$ cat src/iet_pkg.sv
// Constants, offsets and field positions for the interrupt expander
// and interval timer block.
// Assumes one 40 MHz system clock and the processor data memory bus.
//
// Overview of operation
// RULE1: Eight request lines combine onto processor interrupt zero.
// RULE2: Polarity bit: 0 active high, 1 active low.
// RULE3: Type bit: 0 edge, 1 level detection.
// RULE4: Mask bit: 0 masked, 1 may interrupt.
// RULE5: Writing ones to offset three clears pending.
// RULE6: Reading offset three returns pending vector.
// RULE7: Interrupt registers 8 bits on data 15..8.
// RULE8: All interrupt register bits clear at power-up.
// RULE9: Line 2 timer, 3-5 links, 7 bus.
// RULE10: Software programs each line polarity at start-up.
// RULE11: Handler reads vector, services, writes acknowledge.
// RULE12: Interrupt zero active low, level sensitive only.
// RULE13: Timer is a 32-bit counter, 1 us resolution.
// RULE14: Timer control, load, count registers on data 39..8.
// RULE15: Control bit 0: 0 runs, 1 halts counter.
// RULE16: Control bit 1 enables the timer request.
// RULE17: Control bit 2 low holds timer in reset.
// RULE18: Elapsed interval raises an edge-type request.
// RULE19: New load value applies from next interval.
// RULE20: Count register reads the current counter value.
// RULE21: Request low while any unmasked line pending.
// RULE22: Timer reloads automatically and repeats periodically.
// RULE23: Prescaler derives 1 us tick from clock.
package iet_pkg;
   // =====================================================================
   // Bus and register geometry.
   // =====================================================================
   localparam int          IET_NLINES    = 8;   // Expanded request lines.
   localparam int          IET_TW        = 32;  // Timer width.
   localparam int          IET_DW        = 40;  // Data bus width.
   localparam int          IET_AW        = 2;   // Register index width.
   localparam int          IET_IRQ_LSB   = 8;   // Interrupt regs on 15..8.
   localparam int          IET_TMR_LSB   = 8;   // Timer regs on 39..8.
   localparam logic [1:0]  IET_OFS_POL   = 2'h0;
   localparam logic [1:0]  IET_OFS_TYPE  = 2'h1;
   localparam logic [1:0]  IET_OFS_MASK  = 2'h2;
   localparam logic [1:0]  IET_OFS_PEND  = 2'h3;
   localparam logic [1:0]  IET_OFS_CTRL  = 2'h0;
   localparam logic [1:0]  IET_OFS_LOAD  = 2'h1;
   localparam logic [1:0]  IET_OFS_COUNT = 2'h2;
   localparam logic [7:0]  IET_IRQ_RST   = 8'h00;
   localparam logic [31:0] IET_TMR_RST   = 32'h0000_0000;
   // =====================================================================
   // Timer control fields.
   // =====================================================================
   localparam int timer_halt_bit          = 0;
   localparam int timer_irq_enable_bit    = 1;
   localparam int timer_run_not_reset_bit = 2;
   localparam int IET_TIMER_LINE          = 2;   // Line fed by the timer.
   // =====================================================================
   // Timing.
   // =====================================================================
   localparam int IET_CLK_HZ     = 40_000_000;
   localparam int IET_TICK_NS    = 1000;
   localparam int IET_TICK_CYC   = IET_CLK_HZ / 1_000_000 * IET_TICK_NS
                                   / 1000;
   // Prescaler states, so the divider reads as a tiny machine.
   typedef enum logic [0:0] {
      IET_PS_COUNT = 1'b0,
      IET_PS_WRAP  = 1'b1
   } iet_ps_t;
endpackage : iet_pkg

$ cat src/iet_line.sv
// One expanded request line: synchroniser, polarity, edge or level
// detection and the sticky pending flag.
// Assumes the request pin is asynchronous to mclk.
`timescale 1ns/1ps
`default_nettype none
module iet_line
   import iet_pkg::*;
(
   // Clock and reset.
   input  wire logic mclk,
   input  wire logic nrst,
   // Request pin and configuration.
   input  wire logic req_pin,
   input  wire logic pol_low,
   input  wire logic is_level,
   input  wire logic clear,
   // Pending state.
   output logic      pending_q
);
   // =====================================================================
   // Synchroniser and detection.
   // =====================================================================
   logic sync1_q;    // First stage, read only by the second.
   logic sync2_q;    // Second stage, safe to use.
   logic active_q;   // Previous active level for edge detection.
   logic active;     // Line active after polarity.
   logic event_now;  // Request condition this cycle.

   // Two flops guard against metastability from the board pin.
   always_ff @(posedge mclk or negedge nrst) begin
      if (!nrst) begin
         sync1_q <= 1'b0;
         sync2_q <= 1'b0;
      end else begin
         sync1_q <= req_pin;
         sync2_q <= sync1_q;
      end
   end

   assign active = sync2_q ^ pol_low; // RULE2

   // Edge mode catches the rising active transition only.
   assign event_now = is_level ? active : (active & ~active_q); // RULE3

   // Past active level; cleared with reset, so a line held active at power-up
   // shows an edge once its level has passed the synchroniser.
   always_ff @(posedge mclk or negedge nrst) begin
      if (!nrst) begin
         active_q <= 1'b0;
      end else begin
         active_q <= active;
      end
   end

   // Pending is sticky; a new event wins over an acknowledge.
   always_ff @(posedge mclk or negedge nrst) begin
      if (!nrst) begin
         pending_q <= 1'b0; // RULE8
      end else if (event_now) begin
         pending_q <= 1'b1;
      end else if (clear) begin
         pending_q <= 1'b0; // RULE5
      end
   end

   // An event always leaves the flag set on the next cycle.
   a_pend_on_event : assert property ( // RULE3
      @(posedge mclk) disable iff (!nrst)
      event_now |=> pending_q)
      else $error("Pending did not set after an event.");
   // An acknowledge without a new event drops the flag.
   a_clear_drops : assert property ( // RULE5
      @(posedge mclk) disable iff (!nrst)
      (clear && !event_now) |=> !pending_q)
      else $error("Acknowledge did not clear the line.");
endmodule : iet_line
`default_nettype wire

$ cat src/iet_top.sv
// Top of the interrupt expander and interval timer.
// Assumes the processor drives a synchronous register strobe interface
// with separate selects for the two register groups, on mclk.
`timescale 1ns/1ps
`default_nettype none
module iet_top
   import iet_pkg::*;
#(
   parameter int NLINES = iet_pkg::IET_NLINES,
   parameter int TW     = iet_pkg::IET_TW
)(
   // Clock and reset.
   input  wire logic                      mclk,
   input  wire logic                      nrst,
   // Processor data memory bus.
   input  wire logic                      irq_sel,
   input  wire logic                      tmr_sel,
   input  wire logic                      wr_en,
   input  wire logic                      rd_en,
   input  wire logic [iet_pkg::IET_AW-1:0] addr,
   input  wire logic [iet_pkg::IET_DW-1:0] wdata,
   output logic      [iet_pkg::IET_DW-1:0] rdata_q,
   // Request pins from the board, timer line is internal.
   input  wire logic [NLINES-1:0]         expanded_request_line,
   // Combined request, active low.
   output logic                           processor_interrupt_zero_n_q
);
   // =====================================================================
   // Register decode.
   // =====================================================================
   logic [NLINES-1:0] pol_q;      // irq_polarity.
   logic [NLINES-1:0] type_q;     // irq_detect_type.
   logic [NLINES-1:0] mask_q;     // irq_enable_mask.
   logic [NLINES-1:0] pending;    // irq_pending_vector.
   logic [NLINES-1:0] clr;        // One-cycle acknowledge per line.
   logic [NLINES-1:0] line_in;    // Request inputs incl. timer line.
   logic [NLINES-1:0] wbyte;      // Interrupt byte of the write data.
   logic [TW-1:0]     wword;      // Timer word of the write data.
   logic [2:0]        ctrl_q;     // timer_control, used bits only.
   logic [TW-1:0]     load_q;     // timer_reload_value.
   logic [TW-1:0]     count_q;    // timer_current_count.
   logic              timer_req_q;// Timer line, held high until next tick.
   logic              tick_q;     // One-microsecond enable.
   logic [7:0]        ps_q;       // Prescaler count.
   iet_ps_t           ps_st_q;    // Prescaler state.
   logic              irq_wr;
   logic              tmr_wr;
   logic              t_rst;      // Timer held in reset.
   logic              t_run;      // Timer counting.

   assign wbyte  = wdata[IET_IRQ_LSB +: NLINES]; // RULE7
   assign wword  = wdata[IET_TMR_LSB +: TW]; // RULE14
   assign irq_wr = irq_sel & wr_en;
   assign tmr_wr = tmr_sel & wr_en;
   assign t_rst  = ~ctrl_q[timer_run_not_reset_bit]; // RULE17
   assign t_run  = ~t_rst & ~ctrl_q[timer_halt_bit]; // RULE15

   // Configuration registers; all clear at power-up.
   always_ff @(posedge mclk or negedge nrst) begin
      if (!nrst) begin
         pol_q  <= IET_IRQ_RST; // RULE8
         type_q <= IET_IRQ_RST;
         mask_q <= IET_IRQ_RST;
      end else if (irq_wr) begin
         case (addr)
            IET_OFS_POL:  pol_q  <= wbyte; // RULE2
            IET_OFS_TYPE: type_q <= wbyte; // RULE3
            IET_OFS_MASK: mask_q <= wbyte; // RULE4
            default: begin
               // The acknowledge offset stores nothing.
            end
         endcase
      end
   end

   // Acknowledge writes clear only the lines written as one.
   assign clr = (irq_wr && addr == IET_OFS_PEND) ? wbyte : '0; // RULE5

   // =====================================================================
   // Request lines.
   // =====================================================================
   // The timer drives its own line; the board pin for that line is
   // ignored because the timer sits inside this block.
   always_comb begin
      line_in = expanded_request_line;
      line_in[IET_TIMER_LINE] = timer_req_q; // RULE9
   end

   genvar g;
   generate
      for (g = 0; g < NLINES; g++) begin : g_line
         iet_line u_line (
            .mclk      (mclk),
            .nrst      (nrst),
            .req_pin   (line_in[g]),
            .pol_low   (pol_q[g]),
            .is_level  (type_q[g]),
            .clear     (clr[g]),
            .pending_q (pending[g])
         ); // RULE1
      end
   endgenerate

   // Combined request is active low; the processor must take it as a
   // level since it only releases once software acknowledges.
   always_ff @(posedge mclk or negedge nrst) begin
      if (!nrst) begin
         processor_interrupt_zero_n_q <= 1'b1;
      end else begin
         processor_interrupt_zero_n_q <= ~|(pending & mask_q); // RULE21 RULE12 RULE4
      end
   end

   // =====================================================================
   // Prescaler.
   // =====================================================================
   // Runs freely so a tick arrives every microsecond; the first tick
   // after a start may come early by up to one microsecond.
   always_ff @(posedge mclk or negedge nrst) begin
      if (!nrst) begin
         ps_q    <= 8'h00;
         ps_st_q <= IET_PS_COUNT;
         tick_q  <= 1'b0;
      end else begin
         case (ps_st_q)
            IET_PS_COUNT: begin
               tick_q <= 1'b0;
               ps_q   <= ps_q + 8'h01;
               if (ps_q == 8'(IET_TICK_CYC - 2)) begin
                  ps_st_q <= IET_PS_WRAP;
               end
            end
            IET_PS_WRAP: begin
               tick_q  <= 1'b1; // RULE23
               ps_q    <= 8'h00;
               ps_st_q <= IET_PS_COUNT;
            end
            default: begin
               ps_st_q <= IET_PS_COUNT;
            end
         endcase
      end
   end

   // =====================================================================
   // Interval timer.
   // =====================================================================
   // Control and load registers.
   always_ff @(posedge mclk or negedge nrst) begin
      if (!nrst) begin
         ctrl_q <= 3'h0;
         load_q <= IET_TMR_RST;
      end else if (tmr_wr) begin
         if (addr == IET_OFS_CTRL) begin
            ctrl_q <= wword[2:0]; // RULE15 RULE16 RULE17
         end else if (addr == IET_OFS_LOAD) begin
            load_q <= wword; // RULE19
         end
      end
   end

   // Down-counter: the load value is copied only at reset or at the
   // end of an interval, so a new load never disturbs the interval
   // already running.
   always_ff @(posedge mclk or negedge nrst) begin
      if (!nrst) begin
         count_q <= IET_TMR_RST;
      end else if (t_rst) begin
         count_q <= load_q; // RULE17
      end else if (t_run && tick_q) begin
         if (count_q <= TW'(1)) begin
            count_q <= load_q; // RULE22 RULE19
         end else begin
            count_q <= count_q - TW'(1); // RULE13
         end
      end
   end

   // Edge request: a pulse one microsecond wide at each interval end,
   // suppressed when the timer interrupt is disabled.
   always_ff @(posedge mclk or negedge nrst) begin
      if (!nrst) begin
         timer_req_q <= 1'b0;
      end else if (t_rst) begin
         timer_req_q <= 1'b0;
      end else if (tick_q) begin
         timer_req_q <= t_run && count_q <= TW'(1)
                        && ctrl_q[timer_irq_enable_bit]; // RULE18 RULE16
      end
   end

   // =====================================================================
   // Read data.
   // =====================================================================
   always_ff @(posedge mclk or negedge nrst) begin
      if (!nrst) begin
         rdata_q <= '0;
      end else if (rd_en) begin
         rdata_q <= '0;
         if (irq_sel) begin
            case (addr)
               IET_OFS_POL:  rdata_q[IET_IRQ_LSB +: NLINES] <= pol_q;
               IET_OFS_TYPE: rdata_q[IET_IRQ_LSB +: NLINES] <= type_q;
               IET_OFS_MASK: rdata_q[IET_IRQ_LSB +: NLINES] <= mask_q;
               default:      rdata_q[IET_IRQ_LSB +: NLINES] <= pending; // RULE6
            endcase
         end else if (tmr_sel) begin
            if (addr == IET_OFS_CTRL) begin
               rdata_q[IET_TMR_LSB +: 3] <= ctrl_q;
            end else if (addr == IET_OFS_COUNT) begin
               rdata_q[IET_TMR_LSB +: TW] <= count_q; // RULE20
            end
         end
      end
   end

   // =====================================================================
   // Checks.
   // =====================================================================
   // An unmasked pending line pulls the combined request low.
   a_irq_out_low : assert property ( // RULE21
      @(posedge mclk) disable iff (!nrst)
      (|(pending & mask_q)) |=> !processor_interrupt_zero_n_q)
      else $error("Combined request not asserted.");
   // Masked or idle lines leave the combined request released.
   a_irq_out_high : assert property ( // RULE4
      @(posedge mclk) disable iff (!nrst)
      !(|(pending & mask_q)) |=> processor_interrupt_zero_n_q)
      else $error("Combined request asserted with nothing pending.");
   // A zero in bit 0 of an acknowledge leaves pending line 0 alone; the
   // clearing side is checked inside each line, next to its flag.
   a_ack_zero_keeps : assert property ( // RULE5
      @(posedge mclk) disable iff (!nrst)
      (irq_wr && addr == IET_OFS_PEND && !wbyte[0] && pending[0])
      |=> pending[0])
      else $error("Acknowledge with a zero bit dropped line 0.");

   // A halted counter holds its value.
   a_halt_holds : assert property ( // RULE15
      @(posedge mclk) disable iff (!nrst)
      (!t_rst && ctrl_q[timer_halt_bit] && !tmr_wr) |=> $stable(count_q))
      else $error("Counter moved while halted.");
   // Held in reset, the counter shows the load value.
   a_reset_loads : assert property ( // RULE17
      @(posedge mclk) disable iff (!nrst)
      t_rst |=> count_q == $past(load_q))
      else $error("Counter not held at load in reset.");
   // Each tick of a running timer above a count of one takes exactly one off the count.
   a_count_steps : assert property ( // RULE13
      @(posedge mclk) disable iff (!nrst)
      (t_run && tick_q && count_q > TW'(1))
      |=> count_q == $past(count_q) - TW'(1))
      else $error("Counter did not step by one.");
   // The end of an interval reloads the programmed value.
   a_reload_on_end : assert property ( // RULE22
      @(posedge mclk) disable iff (!nrst)
      (t_run && tick_q && count_q <= TW'(1)) |=> count_q == $past(load_q))
      else $error("Counter not reloaded at interval end.");

   // Ticks are spaced by the prescaler, never back to back.
   a_tick_period : assert property ( // RULE23
      @(posedge mclk) disable iff (!nrst)
      tick_q |=> !tick_q [*8])
      else $error("Tick came too soon.");
   // The prescaler count never passes its wrap point.
   a_ps_bound : assert property ( // RULE23
      @(posedge mclk) disable iff (!nrst)
      ps_q < 8'(IET_TICK_CYC))
      else $error("Prescaler count out of range.");

   // A disabled timer never raises its line.
   a_no_req_off : assert property ( // RULE16
      @(posedge mclk) disable iff (!nrst)
      (tick_q && !ctrl_q[timer_irq_enable_bit]) |=> !timer_req_q)
      else $error("Timer request while disabled.");
   // An enabled timer raises its line as the interval ends.
   a_req_on_end : assert property ( // RULE18
      @(posedge mclk) disable iff (!nrst)
      (t_run && tick_q && count_q <= TW'(1)
       && ctrl_q[timer_irq_enable_bit]) |=> timer_req_q)
      else $error("Timer request missing at interval end.");
   // The timer line stands until the next tick, so the edge detector
   // behind it always sees a clean rising edge.
   a_req_stands : assert property ( // RULE18
      @(posedge mclk) disable iff (!nrst)
      (timer_req_q && !tick_q && !t_rst) |=> timer_req_q)
      else $error("Timer request dropped between ticks.");

   // A pending read returns the vector of the read edge.
   a_pend_read : assert property ( // RULE6
      @(posedge mclk) disable iff (!nrst)
      (rd_en && irq_sel && addr == IET_OFS_PEND)
      |=> rdata_q[IET_IRQ_LSB +: NLINES] == $past(pending))
      else $error("Pending vector read wrong.");
   // Control reads return the stored bits.
   a_ctrl_read : assert property ( // RULE14
      @(posedge mclk) disable iff (!nrst)
      (rd_en && tmr_sel && !irq_sel && addr == IET_OFS_CTRL)
      |=> rdata_q[IET_TMR_LSB +: 3] == $past(ctrl_q))
      else $error("Control read wrong.");
   // Count reads return the counter of the read edge.
   a_count_read : assert property ( // RULE20
      @(posedge mclk) disable iff (!nrst)
      (rd_en && tmr_sel && !irq_sel && addr == IET_OFS_COUNT)
      |=> rdata_q[IET_TMR_LSB +: TW] == $past(count_q))
      else $error("Count read wrong.");
   // Read data stands between reads.
   a_rdata_holds : assert property ( // RULE6
      @(posedge mclk) disable iff (!nrst)
      !rd_en |=> $stable(rdata_q))
      else $error("Read data changed without a read.");
endmodule : iet_top
`default_nettype wire

$ cat config.mk
export PLATFORM = sky130hd
export DESIGN_NAME = iet_top
export DESIGN_NICKNAME = d
export VERILOG_FILES = /design/src/iet_pkg.sv /design/src/iet_line.sv /design/src/iet_top.sv
export SDC_FILE = /design/constraint.sdc
export NUM_CORES = 1
export LEC_CHECK = 0
export BUFFER_PORTS_ARGS = -buffer_cell sky130_fd_sc_hd__buf_2
export CAP_MARGIN = 20
export CORE_ASPECT_RATIO = 1.75
export CORE_UTILIZATION = 30
export DETAILED_ROUTE_END_ITERATION = 10
export SLEW_MARGIN = 20
export SYNTH_ARGS = -nofsm -noshare
export SYNTH_HDL_FRONTEND = slang
export SYNTH_HIERARCHICAL = 1
export SYNTH_SLANG_ARGS = --single-unit
$ cat constraint.sdc
create_clock -name mclk -period 3.6 [get_ports mclk]
set_input_delay 0.72 -clock mclk [delete_from_list [all_inputs] [get_ports mclk]]
set_output_delay 0.72 -clock mclk [all_outputs]
set_load 0.01 [all_outputs]
==> out/metrics.yaml, run 1 <==
cts:
  clock_sinks: 167
  cts.path.max_buffers: 2
  cts_setup_buffers: 0
  cts_buffers: 17
  cts.htree.levels: 4
  hold_buffers: 0
  cts_tree: "done"
  clk_pin_slew_ps: 70
  root_buffer: "clkbuf_16"
  clock_latency_ps: 440
  cts_resized: 0
routing:
  wl_met3_um: 667
  wl_met2_um: 11300
  m1WireLength_um: 7290
  via_per_inst: 5.13
  top_layer_used: "met4"
  drt_iter0_markers: 253
  drt-wirelength-per-cell_um: 18.5
  ant_nets: 0
  drc: 0
  drt-total-wl_um: 20100
  drtPass1Iterations: 4
  via_count: 5579
critical_path:
  required_ps: 3920
  crit_type: "reg2reg"
  worstSetupEndpointType: "flop"
  crit_fanout: 22
  critPathArrivalTime_ps: 3190
  startpoint_type: "flop"
power_and_ir_drop:
  max-vdd-ir-drop_mv: 0.270
  leakagePower_nw: 3.82
  p_per_area_nw_per_um2: 615
yosys:
  yosys_warnings: 6
  synth.distinct_cells: 65
  ys_seq_elements: 167
  syn_inst: 683
  synth_flop_cell: "dfrtp_1"
  synth_top_area_share: 0.540
  postSynthAreaPerCell_sq_um: 11.3
  synth_top_area_cell: "dfrtp_1"
  yosysSeqAreaShare: 0.544
  synth_area_leaders: "dfrtp_1 54%, mux2_2 8.8%, o21ai_0 2.7%"
  syn_area_sq_um: 7690
  synth_edf_count: 0
  synth-async-reset-ratio: 1.00
final_layout:
  antenna_cells: 0
  area_growth_pct: 17.2
  nets: 818
  layout-drive-gt1-share: 0.268
  mostFrequentLayoutCells: "166 x dfrtp_1, 78 x buf_2, 60 x mux2_2"
  layout_commonest_cell: "dfrtp_1"
  fin_util: 0.357
global_routing:
  grt_max_degree: 74
  grt.total_usage: 0.164
  first_global_vias: 5847
  antenna_found_initial: 0
  grt_pass1_wl_um: 32000
  grt.overflow.total: 0
floorplan:
  start_util: 0.305
  io_pins: 97
  dieArea_sq_um: 26300
  fp.dieW_um: 123
  core_sq_um: 25200
  rows: 77
  dieHeight_um: 214
placed_design:
  port_buffers: 79
  dp_hpwl_um: 14500
  gp_congestion: 0.858
outcome:
  status: "finished, final reports clean"
timing:
  rsz0062_at_grt: "false"
  tightestPinTransition_ps: 1030
  period_share: 0.797
  fmax_ghz: 0.349
  fin_skew_ps: 7.65
  fin_tns_setup_ps: 0
  min_period_ps: 2870
  slew_viol_final: 0
  maxSlewHeadroom: 0.313
  setup_viol: 0
  finalHoldViolCount: 0
min_path:
  hp-class: "in2async"
run:
  drv_cap: 0
==> report_power, final <==
part	switching, W	internal (W)
logic	0.000563	0.000540
registers	0.000426	0.00224
clock network	0.000787	0.000980
==> cells in the mapped netlist, types with 2 or more instances <==
cell type and instances:
a2bb2oi_1 4, and4_1 3, nor2_1 35, inv_1 41, ha_1 4, a22oi_1 15
o211ai_1 6, or4_4 2, mux2_2 60, clkbuf_1 30, buf_2 4, nor4bb_1 3
o31a_1 3, or3_1 7, or2_2 3, o41ai_1 3, or4_1 9, buf_1 6
and2_1 12, o31ai_1 8, dfrtp_1 166, buf_4 8, o311ai_0 5, nand2b_1 10
mux2i_1 2, and3_1 5, mux4_2 8, a221o_1 5, a311o_1 3, nor4_1 9
xor2_1 13, nand3_1 41, a31oi_1 7, nor3_1 16, nand4_1 3, o21ai_0 42
nand4b_1 5, nand2_1 26, a21oi_1 15, nor3b_1 2, a22o_1 10
==> worst max-delay path, stage by stage (launching register included) <==
cell	delay [ps]
dfrtp_1	410
inv_1	100
ha_1	240
o211ai_1	580
o31a_1	910
o21ai_0	210
a311o_1	300
==> per-stage QoR <==
stage / instance area, sq um / worst slack, ps / power [W] / hold slack, ps / instances
final: 9010 / 733 / 0.00554 / 284 / 1087
after global routing: 9010 / 470 / 0.00585 / 317 / 1087
after CTS: 9010 / 735 / 0.00560 / 295 / 1087
after detailed placement: 8440 / 734 / 0.00382 / 335 / 1055
after global placement: 8440 / 752 / 0.00378 / 333 / 1055
after floorplan: 7710 / 1030 / 0.00334 / 331 / 690
==> state kept, by name, indices dropped and copies added (netlist names), 3 cells and up <==
register,count
count_q,32
ctrl_q,3
g_line.u_line/active_q,8
g_line.u_line/pending_q,8
g_line.u_line/sync1_q,8
g_line.u_line/sync2_q,8
load_q,32
mask_q,8
pol_q,8
ps_q,8
rdata_q,32
type_q,8
==> final cells by class <==
type,instances,area [sq um]
flip-flops and latches,167,4180
clock buffers,20,447
well taps,316,395
multi-input cells,432,3150
repair buffers,98,557
fillers,2578,16200
clock inverters,12,119
inverters,42,158
==> final timing paths <==
path	from	endpoint	slack [ps]	depth (start not counted)
setup / recovery	count_q[0]	count_q[27]	730	6
hold / removal	nrst	ps_q[2]	280	1
setup reg to reg	count_q[0]	count_q[27]	730	6
hold reg to reg	g_line[3].u_line/sync1_q	g_line[3].u_line/sync2_q	350	0
max in group asynchronous	nrst	load_q[1]	2450	2
min in group mclk	g_line[3].u_line/sync1_q	g_line[3].u_line/sync2_q	350	0
==> metal layers <==
| metal | vias to the layer above | track usage |
|---|---|---|
| met1 | 2813 | 0.171 |
| met2 | 115 | 0.302 |
| met3 | 39 | 0.0303 |
| met4 | 0 | 0.0960 |
| met5 | - | 0 |
| li1 | 2612 | - |
==> cells by family after synthesis <==
logic type	share of synthesized area
AO/OA/AOI/OAI	0.127
XOR/XNOR	0.0160
adder cells (fa/ha/maj)	0.00651
buffers and inverters	0.0500
flip-flops	0.544
multiplexers	0.114
other	0.000488
AND/OR/NAND/NOR	0.143
Power figures use the tool's default switching activity.
==> run 2, diff against run 1 <==
Clock period 3.6 ns to 2.7 ns, I/O delays scaled along.
==> out/metrics.yaml, run 2 (synthesis results as in run 1) <==
global_routing:
  grt.total_usage: 0.166
  first_global_vias: 5815
  grt_max_degree: 62
  antenna_found_initial: 0
  grt.overflow.total: 0
  grt_pass1_wl_um: 32000
critical_path:
  crit-reg2reg-launch: "count_q[12]"
  required_ps: 3050
  startpoint_type: "flop"
  critPathArrivalTime_ps: 2970
  worstSetupEndpointType: "flop"
  slowest_stage: "or4_4"
  ff2ff_setup_slack_ps: 90
  reg2reg_depth: 6
  crit_fanout: 10
  reg2reg_to: "count_q[23]"
  slowest_delay_ps: 610
  crit_type: "reg2reg"
  cp_cell_sequence: "or4_4 > or4_4 > o41ai_4 > buf_4 > nand2_1 > o211ai_1"
  cp_common_cell: "or4_4"
cts:
  cts.htree.levels: 4
  cts_resized: 0
  clk_pin_slew_ps: 70
  cts_buffers: 17
  root_buffer: "clkbuf_16"
  clock_latency_ps: 440
  clock_sinks: 167
  cts_setup_buffers: 0
  hold_buffers: 0
  cts_tree: "done"
  cts.path.max_buffers: 2
timing:
  maxSlewHeadroom: 0.528
  fmax_ghz: 0.383
  finalHoldViolCount: 0
  slew_viol_final: 0
  rsz0062_at_grt: "false"
  setup_viol: 0
  min_period_ps: 2610
  period_share: 0.968
  fin_tns_setup_ps: 0
  tightestPinTransition_ps: 699
  fin_skew_ps: 8.76
floorplan:
  fp.dieW_um: 123
  start_util: 0.305
  dieHeight_um: 214
  core_sq_um: 25200
  rows: 77
  io_pins: 97
  dieArea_sq_um: 26300
outcome:
  status: "finished, final reports clean"
min_path:
  hp-class: "in2async"
power_and_ir_drop:
  leakagePower_nw: 4.00
  max-vdd-ir-drop_mv: 0.413
  p_per_area_nw_per_um2: 837
placed_design:
  gp_congestion: 0.896
  port_buffers: 79
  dp_hpwl_um: 15200
final_layout:
  area_growth_pct: 21.4
  nets: 848
  mostFrequentLayoutCells: "166 x dfrtp_1, 78 x buf_2, 60 x mux2_2"
  layout-drive-gt1-share: 0.298
  antenna_cells: 0
  fill_cells: 2539
  top_regs: "count_q (32), load_q (32), rdata_q (32)"
  fin_util: 0.370
  layout_commonest_cell: "dfrtp_1"
run:
  drv_cap: 0
routing:
  drt_iter0_markers: 277
  ant_nets: 0
  via_per_inst: 5.13
  drtPass1Iterations: 5
  drt-total-wl_um: 20600
  via_count: 5728
  drt-wirelength-per-cell_um: 18.4
  drc: 0
[run 2: report_power, final]
group	leakage (nW)	internal (W)	switching, W
Combinational	1.68	0.000879	0.000908
Sequential	2.03	0.00299	0.000482
Clock	0.293	0.00148	0.00108
Total	4.00	0.00535	0.00247
[run 2: final cells by class]
| type | count | area, sq um | area share |
|---|---|---|---|
| Inverter | 42 | 158 | 0.0169 |
| Clock inverter | 15 | 190 | 0.0204 |
| Tap cell | 316 | 395 | 0.0424 |
| Timing Repair Buffer | 128 | 832 | 0.0892 |
| Sequential cell | 167 | 4180 | 0.448 |
| Clock buffer | 17 | 425 | 0.0456 |
| Multi-Input combinational cell | 432 | 3150 | 0.338 |
[run 2: layer usage]
layer / up-vias / routed length (um) / track usage
met5: - / 0 / 0
met4: 0 / 1230 / 0.111
met3: 49 / 683 / 0.0290
met2: 158 / 11200 / 0.304
met1: 2835 / 7480 / 0.169
li1: 2686 / - / -
[run 2: critical path: cells and delay by family (launching register included)]
family,cells,cell delay (ps)
buf+inv,1,230
compound gates,2,680
simple gates,3,1220
flops,1,380
[run 2: worst max path at each step]
stage,start,endpoint,slack (ps),depth (start not counted)
final,count_q[12],count_q[23],90,6
after detailed placement,count_q[12],count_q[21],110,6
after global routing,count_q[12],count_q[23],20,6
after floorplan,count_q[12],count_q[28],130,7
after global placement,count_q[12],count_q[21],140,6
after CTS,count_q[12],count_q[21],100,6
[run 2: through the flow]
stage | hold WS (ps) | setup WS, ps | area [sq um] | instances | power, W
after floorplan | 244 | 126 | 7710 | 690 | 0.00445
after CTS | 106 | 99.1 | 9330 | 1117 | 0.00789
after detailed placement | 336 | 115 | 8720 | 1085 | 0.00531
after global routing | 122 | 19.1 | 9330 | 1117 | 0.00820
final | 77.6 | 85.9 | 9330 | 1117 | 0.00781
after global placement | 334 | 139 | 8720 | 1085 | 0.00526
==> run 3, diff against run 2 <==
Settings changed: ABC_AREA from default to 1.
==> out/metrics.yaml, run 3 <==
floorplan:
  io_pins: 97
  dieHeight_um: 219
  start_util: 0.305
  fp.dieW_um: 126
  core_sq_um: 26500
  rows: 79
  dieArea_sq_um: 27600
yosys:
  synth.distinct_cells: 38
  synth-async-reset-ratio: 1.00
  synth_flop_cell: "dfrtp_1"
  syn_inst: 1050
  synth_top_area_share: 0.515
  yosysSeqAreaShare: 0.518
  yosysMostFrequentCell: "nand2_1"
  syn_area_sq_um: 8070
  synth_area_leaders: "dfrtp_1 51%, nand2_1 16%, inv_1 6.0%"
  postSynthAreaPerCell_sq_um: 7.68
  ys_seq_elements: 167
  yosys_warnings: 6
  synth_top_area_cell: "dfrtp_1"
  synth_common_cells: "346 x nand2_1, 166 x dfrtp_1, 130 x inv_1"
  synth_edf_count: 0
cts:
  clk_pin_slew_ps: 70
  clock_latency_ps: 430
  cts_tree: "done"
  cts.path.max_buffers: 2
  cts.htree.levels: 4
  root_buffer: "clkbuf_16"
  cts_buffers: 17
  clock_sinks: 167
  cts_resized: 0
  hold_buffers: 0
  cts_setup_buffers: 0
timing:
  maxSlewHeadroom: 0.407
  rsz0062_at_grt: "false"
  setup_viol: 0
  period_share: 0.794
  finalHoldViolCount: 0
  whs_ps: 62.1
  slew_viol_final: 0
  fmax_ghz: 0.466
  tightestPinTransition_ps: 889
  min_period_ps: 2140
  fin_tns_setup_ps: 0
  fin_skew_ps: 11.0
routing:
  drt_iter0_markers: 385
  via_per_inst: 4.67
  drtPass1Iterations: 5
  drc: 0
  ant_nets: 0
  via_count: 6837
  drt-total-wl_um: 21900
  drt-wirelength-per-cell_um: 15.0
critical_path:
  cp_num_buf_inv: 2
  slowest_stage: "dfrtp_1"
  required_ps: 3020
  cp_cell_sequence: "inv_1 > ha_1 > nand2_2 > nor2_8 > nand2_2 > nand2_2 > nand2_4 > nand2_8 > inv_4 > nand3_1 > nand2_1 > nand2_1"
  crit_fanout: 45
  crit_type: "reg2reg"
  worstSetupEndpointType: "flop"
  startpoint_type: "flop"
  slowest_delay_ps: 420
  cp_common_cell: "nand2_2"
  critPathArrivalTime_ps: 2460
  cp_top_family: "simple AND/OR/NAND/NOR gates"
final_layout:
  mostFrequentLayoutCells: "345 x nand2_1, 166 x dfrtp_1, 130 x inv_1"
  layout-drive-gt1-share: 0.122
  top_regs: "count_q (32), load_q (32), rdata_q (32)"
  final_cells: 1463
  area_growth_pct: 16.2
  fin_util: 0.354
  final_area_sq_um: 9380
  layout_commonest_cell: "nand2_1"
  nets: 1186
  antenna_cells: 0
global_routing:
  grt.overflow.total: 0
  first_global_vias: 6782
  grt.total_usage: 0.168
  grt_pass1_wl_um: 35200
  grt_max_degree: 65
  antenna_found_initial: 0
power_and_ir_drop:
  p_int_w: 0.00488
  pwr-share-seq: 0.450
  p_per_area_nw_per_um2: 811
  pwr-share-clk: 0.311
  p_sw_w: 0.00272
  sw_frac_of_total: 0.358
  max-vdd-ir-drop_mv: 0.429
  p_comb_frac: 0.239
  leakagePower_nw: 4.82
placed_design:
  dp_cells: 1431
  gp_congestion: 0.921
  dp_hpwl_um: 16400
  placed_area_sq_um: 8800
  port_buffers: 79
run:
  drv_cap: 0
outcome:
  status: "finished, final reports clean"
min_path:
  hp-class: "in2async"
-- run 3: changes by cell type after synthesis, moves of 10 or more --
cell,change
nand2_1,+320
inv_1,+89
nor2_1,+76
mux2_2,-60
o21ai_0,+29
a21oi_1,+18
nand3_1,+18
nand4_1,+16
a22oi_1,-11
o21ai_1,+11
a22o_1,-10
clkbuf_1,-10
nand2b_1,-10
-- run 3: layer usage --
| metal | part of all wire | GRT usage | up-vias | wire [um] |
|---|---|---|---|---|
| met5 | 0 | 0 | - | 0 |
| met4 | 0.054 | 0.104 | 0 | 1190 |
| met3 | 0.031 | 0.0290 | 54 | 668 |
| met2 | 0.54 | 0.314 | 147 | 11900 |
| met1 | 0.37 | 0.172 | 3211 | 8160 |
| li1 | - | - | 3425 | - |
-- run 3: final timing paths --
kind                                           from                  endpoint  slack, ps  cells past startpoint
max reg2reg                              count_q[0]               count_q[30]        560                     12
min in group mclk          expanded_request_line[3]  g_line[3].u_line/sync1_q        200                      1
max in group asynchronous                      nrst               rdata_q[29]       1900                      2
max                                      count_q[0]               count_q[30]        560                     12
min                                            nrst  g_line[6].u_line/sync1_q         60                      1
min reg2reg                g_line[7].u_line/sync1_q  g_line[7].u_line/sync2_q        350                      0
-- run 3: through the flow --
stage / setup slack, ps / total power, W
finish: 556 / 0.00760
global route: 363 / 0.00811
CTS: 526 / 0.00770
detailed placement: 534 / 0.00530
global placement: 588 / 0.00525
floorplan: 951 / 0.00459
-- run 3: power by group through the flow --
stage                     registers (W)  clock network (W)  logic [W]
after floorplan                 0.00331                  0    0.00128
after global placement          0.00344                  0    0.00181
after detailed placement        0.00346                  0    0.00184
after CTS                       0.00342            0.00244    0.00184
after global routing            0.00348            0.00254    0.00210
final                           0.00342            0.00236    0.00182
-- run 3: cells by family (layout without fill, tap and decap cells) --
kind of cell | count (synthesis) | after routing | synth area share
flops | 167 | 167 | 0.518
xor+xnor | 5 | 5 | 0.00543
compound gates | 130 | 130 | 0.0848
buf+inv | 174 | 256 | 0.0896
fa+ha+maj | 4 | 4 | 0.00620
other cells | 1 | 8 | 0.000465
simple gates | 569 | 569 | 0.295
-- run 3: area by class of cell --
class	instances	area [sq um]
clock buffer	19	453
clock inverter	13	120
fill	2843	17100
inverter	135	509
multi-input combinational	716	3190
sequential	167	4180
tap	324	405
timing repair buffer	89	514
